$ cat src/adsq_consts.svh
/*
 * Offsets, field positions, reset values and timing counts of the
 * converter sequencer. Assumes a 32-bit APB with byte addresses.
 */
`ifndef ADSQ_CONSTS_SVH
`define ADSQ_CONSTS_SVH

`define ADSQ_ADDR_W 12
`define ADSQ_OFF_STATUS 12'h000
`define ADSQ_OFF_RESULT 12'h004
`define ADSQ_OFF_CLOCK 12'h008

`define ADSQ_BIT_DONE 7
`define ADSQ_BIT_IRQ_EN 6
`define ADSQ_BIT_CONT 5
`define ADSQ_CHAN_HI 4
`define ADSQ_CHAN_LO 0
`define ADSQ_DIV_HI 7
`define ADSQ_DIV_LO 5
`define ADSQ_BIT_SRC 4

`define ADSQ_RST_CHANNEL 5'h1f
`define ADSQ_RST_DIVIDE 3'h0
`define ADSQ_RST_SOURCE 1'b0
`define ADSQ_RST_RESULT 8'h00

`define ADSQ_CODE_PORTB_LAST 5'h07
`define ADSQ_CODE_PORTD_LAST 5'h0e
`define ADSQ_CODE_HIGH_REF 5'h1d
`define ADSQ_CODE_LOW_REF 5'h1e
`define ADSQ_CODE_POWER_OFF 5'h1f

`define ADSQ_CONV_LAST_STEP 4'hf
`define ADSQ_SAR_FIRST 8'h80

`endif

$ cat src/adsq_pkg.sv
/*
 * Types shared by the converter sequencer modules.
 * Assumes adsq_consts.svh supplies the numbers.
 */
package adsq_pkg;
    typedef enum logic {
        adsq_st_idle,
        adsq_st_convert
    } adsq_state_t;

    typedef logic [2:0] adsq_divide_t;
    typedef logic [4:0] adsq_channel_t;
endpackage

$ cat src/adsq_clk_if.sv
/*
 * Link between the sequencer core and its clock divider.
 * Assumes both ends run on pclk.
 */
interface adsq_clk_if;
    logic source_select;
    adsq_pkg::adsq_divide_t divide_select;
    logic restart;
    logic conv_tick;

    modport core (
        output source_select,
        output divide_select,
        output restart,
        input conv_tick
    );
    modport div (
        input source_select,
        input divide_select,
        input restart,
        output conv_tick
    );
endinterface

$ cat src/adsq_top.sv
/*
 * Control of an 8-bit successive-approximation converter behind APB:
 * status/control, result and clock registers, channel routing,
 * single and continuous sequencing, done flag and interrupt request.
 * Assumes an external comparator reports input >= dac_code on
 * comparator_high, and that stop_mode is synchronous to pclk.
 */
// Contract
// - irq enable low: done flag read-only, set at every conversion end
// - done flag cleared by status write or result read
// - irq enable high: done bit is plain read/write service select
// - irq enable high: request raised at each conversion end
// - pending request dropped by result read or status write
// - reset clears done, irq enable and continuous bits
// - continuous mode: back-to-back conversions, result loaded each time
// - single mode: one conversion per start, then idle
// - codes 0-7 route port B pins, 8-14 port D pins 0-6
// - codes 0x0F-0x1A, 0x1C unused, 0x1B reserved: nothing routed
// - code 0x1D routes high reference, 0x1E low reference
// - all-ones channel powers converter down; reset sets all ones
// - one 8-bit result register overwritten at each completion
// - divide field: 1, 2, 4, 8, top bit set gives 16
// - source bit 1 bus clock, 0 crystal; reset selects crystal
// - status write starts conversion taking 16 to 17 converter clocks
// - continuous results overwrite earlier ones, read or not
// - stop mode aborts conversion and idles; restarts it from the first step on exit
`include "adsq_consts.svh"

module adsq_top (
    input wire logic pclk,
    input wire logic presetn,
    input wire logic psel,
    input wire logic penable,
    input wire logic pwrite,
    input wire logic [11:0] paddr,
    input wire logic [31:0] pwdata,
    output logic [31:0] prdata,
    output logic pready,
    output logic pslverr,
    input wire logic crystal_clock,
    input wire logic stop_mode,
    input wire logic comparator_high,
    output logic [7:0] dac_code,
    output logic converting,
    output logic [7:0] port_b_select,
    output logic [6:0] port_d_select,
    output logic high_reference_select,
    output logic low_reference_select,
    output logic converter_power,
    output logic conv_irq
);
    adsq_clk_if clk_link ();

    adsq_clkdiv u_clkdiv (
        .pclk(pclk),
        .presetn(presetn),
        .crystal_clock(crystal_clock),
        .link(clk_link.div)
    );

    // register contents
    logic conv_done_flag;
    logic conv_irq_enable;
    logic continuous_select;
    adsq_pkg::adsq_channel_t input_channel_select;
    adsq_pkg::adsq_divide_t clock_divide_select;
    logic clock_source_select;
    logic [7:0] conversion_result;

    // sequencer state
    adsq_pkg::adsq_state_t state;
    logic [3:0] step;
    logic [7:0] sar;
    logic start_req;
    logic conv_end;

    // bus decode
    wire access = psel & penable & pready;
    wire hit_status = (paddr == `ADSQ_OFF_STATUS);
    wire hit_result = (paddr == `ADSQ_OFF_RESULT);
    wire hit_clock = (paddr == `ADSQ_OFF_CLOCK);
    wire hit_any = hit_status | hit_result | hit_clock;
    wire wr_status = access & pwrite & hit_status;
    wire wr_clock = access & pwrite & hit_clock;
    wire rd_result = access & ~pwrite & hit_result;

    wire [7:0] status_view = {conv_done_flag, conv_irq_enable,
                              continuous_select, input_channel_select};
    wire [7:0] clock_view = {clock_divide_select, clock_source_select,
                             4'h0};
    wire [7:0] read_byte = hit_status ? status_view :
                           hit_result ? conversion_result :
                           hit_clock ? clock_view : 8'h00;

    // sequencer conditions
    // stop and the power-off code both hold the converter idle
    wire power_off = (input_channel_select == `ADSQ_CODE_POWER_OFF);
    wire halted = power_off | stop_mode;
    wire tick = clk_link.conv_tick;
    // a status write in the same cycle takes priority; the start then
    // waits for the next converter tick
    wire begin_conv = (state == adsq_pkg::adsq_st_idle) & tick & ~halted &
                      ~wr_status & (start_req | continuous_select);
    wire last_step = (step == `ADSQ_CONV_LAST_STEP);
    wire finish = (state == adsq_pkg::adsq_st_convert) & tick & last_step &
                  ~halted & ~wr_status;
    wire [2:0] bit_idx = 3'h7 - step[3:1];

    // channel routing
    wire [4:0] ch = input_channel_select;
    wire route_b = (ch <= `ADSQ_CODE_PORTB_LAST);
    wire route_d = ~route_b & (ch <= `ADSQ_CODE_PORTD_LAST);
    wire [2:0] ch_low = ch[2:0];

    logic [7:0] next_sar;
    logic [7:0] next_port_b;
    logic [6:0] next_port_d;

    assign clk_link.source_select = clock_source_select;
    assign clk_link.divide_select = clock_divide_select;
    // divider restarts so a new ratio begins on a clean boundary
    assign clk_link.restart = wr_clock;
    assign conv_end = finish;

    // successive approximation: even step tries a bit, odd step judges it
    always_comb begin
        next_sar = sar;
        if (step[0]) begin
            if (!comparator_high) begin
                next_sar[bit_idx] = 1'b0;
            end
            if (bit_idx != 3'h0) begin
                next_sar[bit_idx - 3'h1] = 1'b1;
            end
        end
    end

    // one-hot pin routing; unused and reserved codes route nothing
    genvar gi;
    generate
        for (gi = 0; gi < 8; gi = gi + 1) begin : g_route
            wire pin_hit = (ch_low == 3'(gi));
            assign next_port_b[gi] = route_b & pin_hit;
            if (gi < 7) begin : g_port_d
                assign next_port_d[gi] = route_d & pin_hit;
            end
        end
    endgenerate

    // apb answer: one wait state, then registered data and error
    wire answer = psel & penable & ~pready;
    wire [31:0] next_prdata = (answer & ~pwrite) ?
                              {24'h00_0000, read_byte} : 32'h0000_0000;

    always_ff @(posedge pclk or negedge presetn) begin
        if (!presetn) begin
            pready <= 1'b0;
        end else begin
            pready <= answer;
        end
    end

    always_ff @(posedge pclk or negedge presetn) begin
        if (!presetn) begin
            prdata <= 32'h0000_0000;
        end else begin
            prdata <= next_prdata;
        end
    end

    always_ff @(posedge pclk or negedge presetn) begin
        if (!presetn) begin
            pslverr <= 1'b0;
        end else begin
            pslverr <= answer & ~hit_any;
        end
    end

    // control fields
    always_ff @(posedge pclk or negedge presetn) begin
        if (!presetn) begin
            conv_irq_enable <= 1'b0;
            continuous_select <= 1'b0;
            input_channel_select <= `ADSQ_RST_CHANNEL;
        end else if (wr_status) begin
            conv_irq_enable <= pwdata[`ADSQ_BIT_IRQ_EN];
            continuous_select <= pwdata[`ADSQ_BIT_CONT];
            input_channel_select <= pwdata[`ADSQ_CHAN_HI:`ADSQ_CHAN_LO];
        end
    end

    always_ff @(posedge pclk or negedge presetn) begin
        if (!presetn) begin
            clock_divide_select <= `ADSQ_RST_DIVIDE;
            clock_source_select <= `ADSQ_RST_SOURCE;
        end else if (wr_clock) begin
            clock_divide_select <= pwdata[`ADSQ_DIV_HI:`ADSQ_DIV_LO];
            clock_source_select <= pwdata[`ADSQ_BIT_SRC];
        end
    end

    // done flag: hardware set wins over a same-cycle clear
    always_ff @(posedge pclk or negedge presetn) begin
        if (!presetn) begin
            conv_done_flag <= 1'b0;
        end else if (conv_irq_enable) begin
            if (wr_status) begin
                conv_done_flag <= pwdata[`ADSQ_BIT_DONE];
            end
        end else if (conv_end) begin
            conv_done_flag <= 1'b1;
        end else if (wr_status | rd_result) begin
            conv_done_flag <= 1'b0;
        end
    end

    // interrupt request, set wins over clear
    always_ff @(posedge pclk or negedge presetn) begin
        if (!presetn) begin
            conv_irq <= 1'b0;
        end else if (conv_end & conv_irq_enable) begin
            conv_irq <= 1'b1;
        end else if (wr_status | rd_result) begin
            conv_irq <= 1'b0;
        end
    end

    // result only changes at a conversion end
    always_ff @(posedge pclk or negedge presetn) begin
        if (!presetn) begin
            conversion_result <= `ADSQ_RST_RESULT;
        end else if (conv_end) begin
            conversion_result <= next_sar;
        end
    end

    // stop during a conversion re-arms the start so the conversion restarts from step 0
    always_ff @(posedge pclk or negedge presetn) begin
        if (!presetn) begin
            start_req <= 1'b0;
        end else if (wr_status) begin
            start_req <= (pwdata[`ADSQ_CHAN_HI:`ADSQ_CHAN_LO] !=
                          `ADSQ_CODE_POWER_OFF);
        end else if (stop_mode & (state == adsq_pkg::adsq_st_convert)) begin
            start_req <= 1'b1;
        end else if (begin_conv) begin
            start_req <= 1'b0;
        end
    end

    always_ff @(posedge pclk or negedge presetn) begin
        if (!presetn) begin
            state <= adsq_pkg::adsq_st_idle;
            step <= 4'h0;
            sar <= 8'h00;
        end else if (halted | wr_status) begin
            // a status write or stop abandons the running conversion
            state <= adsq_pkg::adsq_st_idle;
            step <= 4'h0;
        end else begin
            unique case (state)
                adsq_pkg::adsq_st_idle: begin
                    if (begin_conv) begin
                        state <= adsq_pkg::adsq_st_convert;
                        step <= 4'h0;
                        sar <= `ADSQ_SAR_FIRST;
                    end
                end
                adsq_pkg::adsq_st_convert: begin
                    if (tick) begin
                        sar <= next_sar;
                        step <= step + 4'h1;
                        if (last_step) begin
                            state <= adsq_pkg::adsq_st_idle;
                        end
                    end
                end
            endcase
        end
    end

    // registered pin-facing outputs; each lags its source by one cycle
    always_ff @(posedge pclk or negedge presetn) begin
        if (!presetn) begin
            dac_code <= 8'h00;
        end else begin
            dac_code <= sar;
        end
    end

    always_ff @(posedge pclk or negedge presetn) begin
        if (!presetn) begin
            converting <= 1'b0;
        end else begin
            converting <= (state == adsq_pkg::adsq_st_convert);
        end
    end

    // routing follows the channel field, converting or not
    always_ff @(posedge pclk or negedge presetn) begin
        if (!presetn) begin
            port_b_select <= 8'h00;
        end else begin
            port_b_select <= next_port_b;
        end
    end

    always_ff @(posedge pclk or negedge presetn) begin
        if (!presetn) begin
            port_d_select <= 7'h00;
        end else begin
            port_d_select <= next_port_d;
        end
    end

    always_ff @(posedge pclk or negedge presetn) begin
        if (!presetn) begin
            high_reference_select <= 1'b0;
        end else begin
            high_reference_select <= (ch == `ADSQ_CODE_HIGH_REF);
        end
    end

    always_ff @(posedge pclk or negedge presetn) begin
        if (!presetn) begin
            low_reference_select <= 1'b0;
        end else begin
            low_reference_select <= (ch == `ADSQ_CODE_LOW_REF);
        end
    end

    always_ff @(posedge pclk or negedge presetn) begin
        if (!presetn) begin
            converter_power <= 1'b0;
        end else begin
            converter_power <= ~halted;
        end
    end
endmodule

$ cat src/adsq_clkdiv.sv
/*
 * Converter clock: picks the bus clock or the crystal clock and divides
 * it by 1, 2, 4, 8 or 16 into a one-cycle enable on pclk.
 * Assumes crystal_clock is synchronous to pclk and slower than half pclk.
 */
`include "adsq_consts.svh"

module adsq_clkdiv (
    input wire logic pclk,
    input wire logic presetn,
    input wire logic crystal_clock,
    adsq_clk_if.div link
);
    logic crystal_prev;
    logic [3:0] count;
    logic [3:0] limit;
    logic in_tick;
    logic wrap;

    // one enable per rising crystal edge, or every bus cycle
    assign in_tick = link.source_select ? 1'b1 :
                     (crystal_clock & ~crystal_prev);
    // divide ratios 1, 2, 4, 8 and 16 for any code with the top bit set
    assign limit = link.divide_select[2] ? 4'hf :
                   link.divide_select[1] ?
                       (link.divide_select[0] ? 4'h7 : 4'h3) :
                       {3'h0, link.divide_select[0]};
    assign wrap = in_tick & (count >= limit);

    always_ff @(posedge pclk or negedge presetn) begin
        if (!presetn) begin
            crystal_prev <= 1'b0;
        end else begin
            crystal_prev <= crystal_clock;
        end
    end

    always_ff @(posedge pclk or negedge presetn) begin
        if (!presetn) begin
            count <= 4'h0;
            link.conv_tick <= 1'b0;
        end else if (link.restart) begin
            count <= 4'h0;
            link.conv_tick <= 1'b0;
        end else begin
            count <= wrap ? 4'h0 : (in_tick ? count + 4'h1 : count);
            link.conv_tick <= wrap;
        end
    end
endmodule

$ cat config.mk
export PLATFORM = sky130hd
export DESIGN_NAME = adsq_top
export DESIGN_NICKNAME = d
export VERILOG_FILES = /design/src/adsq_pkg.sv /design/src/adsq_clk_if.sv /design/src/adsq_top.sv /design/src/adsq_clkdiv.sv
export VERILOG_INCLUDE_DIRS = /design/src /design/src/src
export SDC_FILE = /design/constraint.sdc
export NUM_CORES = 1
export LEC_CHECK = 0
export ABC_AREA = 1
export BUFFER_PORTS_ARGS = -buffer_cell sky130_fd_sc_hd__buf_2
export CAP_MARGIN = 25
export CORE_AREA = 2 2 85 120
export CTS_CLUSTER_SIZE = 8
export DETAILED_ROUTE_END_ITERATION = 10
export DIE_AREA = 0 0 87 122
export GPL_TIMING_DRIVEN = 0
export HOLD_SLACK_MARGIN = 0.05
export RECOVER_POWER = 50
export SLEW_MARGIN = 10
export SYNTH_ARGS = -nofsm -noshare
export SYNTH_HDL_FRONTEND = slang
export SYNTH_SLANG_ARGS = --single-unit
$ cat constraint.sdc
create_clock -name pclk -period 3.9 [get_ports pclk]
set_input_delay 0 -clock pclk [delete_from_list [all_inputs] [get_ports pclk]]
set_output_delay 0 -clock pclk [all_outputs]
set_load 0.03 [all_outputs]
==> summary.txt <==
TritonCTS Buffers -> 9
drt wl/cell -> 12.4 µm
FFs w/ async S/R, synth -> 1.00
sw frac -> 0.249
global route overflow -> 0
final wirelength -> 8140 µm
VDD IR max -> 0.000213 V
CTS root buffer -> clkbuf_16
post-cts hold buffer count -> 14
Vias -> 3,048
post-synth cell types -> 35
core area -> 9630 µm²
clock skew -> 0.00979 ns
max-slew violation count -> 27
drt drc -> 0
Crit Path Class -> input port to register
Synth Register Bits -> 78
clock latency on the worst-skew pair -> 0.34 ns
Flop pwr share -> 0.473
# Post-CTS Setup Buffers -> 0
I/O pin count -> 114
P_int -> 1.35 mW
Seq/Total Area, Yosys -> 0.526
failing checks -> capacitance limit, slew limit
combinational share of power -> 0.099
Tmin final -> 1.84 ns
worst setup margin -> 2.06 ns
# fillers -> 937
Area Overhead vs Synth -> 26.4%
Initial Util -> 0.386
Max-cap violations -> 1
gr usage total -> 0.160
port bufs -> 65
Clock power frac -> 0.428
power density cells -> 381 nW/µm²
number of flops mapped to enable cells by yosys -> 0
post-cts gate resize count -> 0
Setup crit start kind -> input port
Req. time, crit path -> 4.14 ns
clock sinks -> 78
Fmax achieved -> 545 MHz
Yosys warning count -> 0
First DRT Iteration DRCs -> 114
Setup WS pre-CTS -> 2.17 ns
netlist area before placement -> 3720 µm²
DIE HEIGHT -> 122 µm
# setup viols final -> 0
Clock Tree Buf Depth -> 2
clock slew at reported path FFs -> 0.06 ns
H-tree lvl count -> 3
setup_tns -> 0 ns
LEAKAGE -> 2.48 nW
dominant synthesized flop cell -> dfrtp_1
Post-Syn Instances -> 426
initial antenna violation count -> 0
number of vias per cell -> 4.64
final hold violations -> 0
CTS tree -> done
drt pass-1 iters -> 4
first-pass GRT wire length -> 13,100 µm
antenna diode instance count -> 0
final critical-path share of the clock period -> 0.471
Crit. End Element -> register
Max-slew headroom -> -0.0521
status -> finished with violations
largest net degree at the start of global routing -> 53
Hold Crit Class -> input port to register
Psw -> 0.447 mW
post-route ant nets -> 0
die width -> 87 µm
Worst Tran Pin Value -> 1.58 ns
layout cells sized above 1 -> 0.235
Final GP Congestion -> 0.882
num rows -> 43
RSZ-0062 raised after global routing -> no
Final nets -> 600
Mean Syn Cell Area -> 8.73 µm²
DPL Wire Length -> 6150 µm
vias in the first global route -> 2,942
critical path fanouts, max -> 5
Total Die Area -> 10,600 µm²
crit path DAT -> 2.07 ns
-- power groups by stage --
stage	registers (mW)	logic, mW	clock network [mW]
detailed placement	0.863	0.166	0
CTS	0.848	0.179	0.784
floorplan	0.859	0.111	0
global route	0.850	0.199	0.810
finish	0.848	0.177	0.767
global placement	0.861	0.154	0
-- metrics by stage --
stage,util,power (mW),area [µm²],instances,hold WS [ns]
global placement,0.444,1.02,4270,626,0.126
finish,0.489,1.79,4700,657,0.0713
global route,0.489,1.86,4700,657,0.0967
floorplan,-,0.970,3810,449,-0.296
CTS,0.490,1.81,4720,657,0.0626
detailed placement,0.447,1.03,4300,627,-0.0509
-- cell families after synthesis --
group | Yosys count | share of synthesized area
AOI/OAI and AO/OA | 55 | 0.0814
xor gates and xnor gates | 5 | 0.0118
adders and majority gates | 8 | 0.0269
buffers and inverters | 78 | 0.110
DFF | 78 | 0.526
other | 1 | 0.00101
and+or+nand+nor | 201 | 0.242
-- worst max-delay path, cell delays in order --
cell and delay [ns]:
dlygate4sd3_1 0.52, buf_2 0.10, nand2_1 0.04, dlygate4sd3_1 0.55
nor2_1 0.18, inv_1 0.06, nor2_1 0.27, o21ai_0 0.14
a31oi_1 0.21
-- sequential cells by signal (all words and copies together), names as in the netlist, 3 cells and up --
| register | cells |
|---|---|
| prdata | 8 |
| port_b_select | 8 |
| dac_code | 8 |
| clk_link.divide_select | 3 |
| sar | 8 |
| port_d_select | 7 |
| step | 4 |
| conversion_result | 8 |
| u_clkdiv.count | 4 |
| ch | 5 |
-- synth_stat cells, types with 2 or more instances --
cell / count / area (µm²)
nand2_1: 95 / 357
dfrtp_1: 73 / 1830
nand3_1: 50 / 250
inv_1: 40 / 150
nor2_1: 30 / 113
buf_4: 28 / 210
o21ai_0: 28 / 140
a21oi_1: 12 / 60.1
ha_1: 8 / 100
o21ai_1: 7 / 35.0
nand2_2: 6 / 37.5
nor3_1: 6 / 30.0
dfstp_2: 5 / 131
a31oi_1: 4 / 25.0
buf_2: 4 / 20.0
xor2_1: 4 / 35.0
inv_2: 3 / 11.3
nor2_2: 3 / 18.8
clkbuf_1: 2 / 7.51
nand3_2: 2 / 20.0
nand4_1: 2 / 12.5
-- layout make-up --
cell class,count,area [µm²],share of cell area
clock inverter,5,35.0,0.00745
timing repair buffer,80,479,0.102
clock buffer,11,243,0.0516
buffer,35,249,0.0529
multi-input combinational,293,1440,0.306
sequential,78,1960,0.416
tap,112,140,0.0298
inverter,43,161,0.0343
-- per-layer routing --
layer	share of wire	wire length, µm	GRT usage	up-vias
met3	0.042	343	0.0298	22
met2	0.52	4260	0.288	78
met1	0.40	3250	0.170	1390
met5	0	0	0	-
met4	0.035	288	0.0957	0
li1	-	-	-	1558
-- path summary, 6_finish.rpt --
check / slack, ns / end / start / cells after the start
setup / recovery: 2.06 / prdata[6]$_DFF_PN0_ / penable / 9
hold / removal: 0.07 / prdata[7]$_DFF_PN0_ / paddr[3] / 4
setup reg to reg: 2.16 / conversion_result[4]$_DFFE_PN0P_ / step[1]$_DFFE_PN0P_ / 8
hold reg to reg: 0.42 / dac_code[2]$_DFF_PN0_ / sar[2]$_DFFE_PN0P_ / 0
max in group asynchronous: 2.33 / ch[1]$_DFFE_PN1P_ / presetn / 3
min in group asynchronous: 0.59 / u_clkdiv.count[2]$_DFFE_PN0P_ / presetn / 2
-- cells in the final DEF (no fill, tap or decap), types with 2 or more instances in the layout --
cell type      netlist  routed
clkbuf_16            0       9
nor2_1              30      30
nand2_1             95      95
o21ai_1              7       7
nand4_1              2       2
clkinv_4             0       2
dfrtp_1             73      73
a21oi_1             12      12
xor2_1               4       4
dlygate4sd3_1        0      14
nor3_1               6       6
nand3_1             50      50
clkinv_2             0       2
nand3_2              2       2
buf_2                4      58
o21ai_0             28      28
nor2_2               3       3
a31oi_1              4       4
conb_1               1      24
inv_1               40      40
ha_1                 8       8
clkbuf_1             2      14
buf_4               28      28
dfstp_2              5       5
inv_2                3       3
nand2_2              6       6
(Power assumes the default switching activity.)
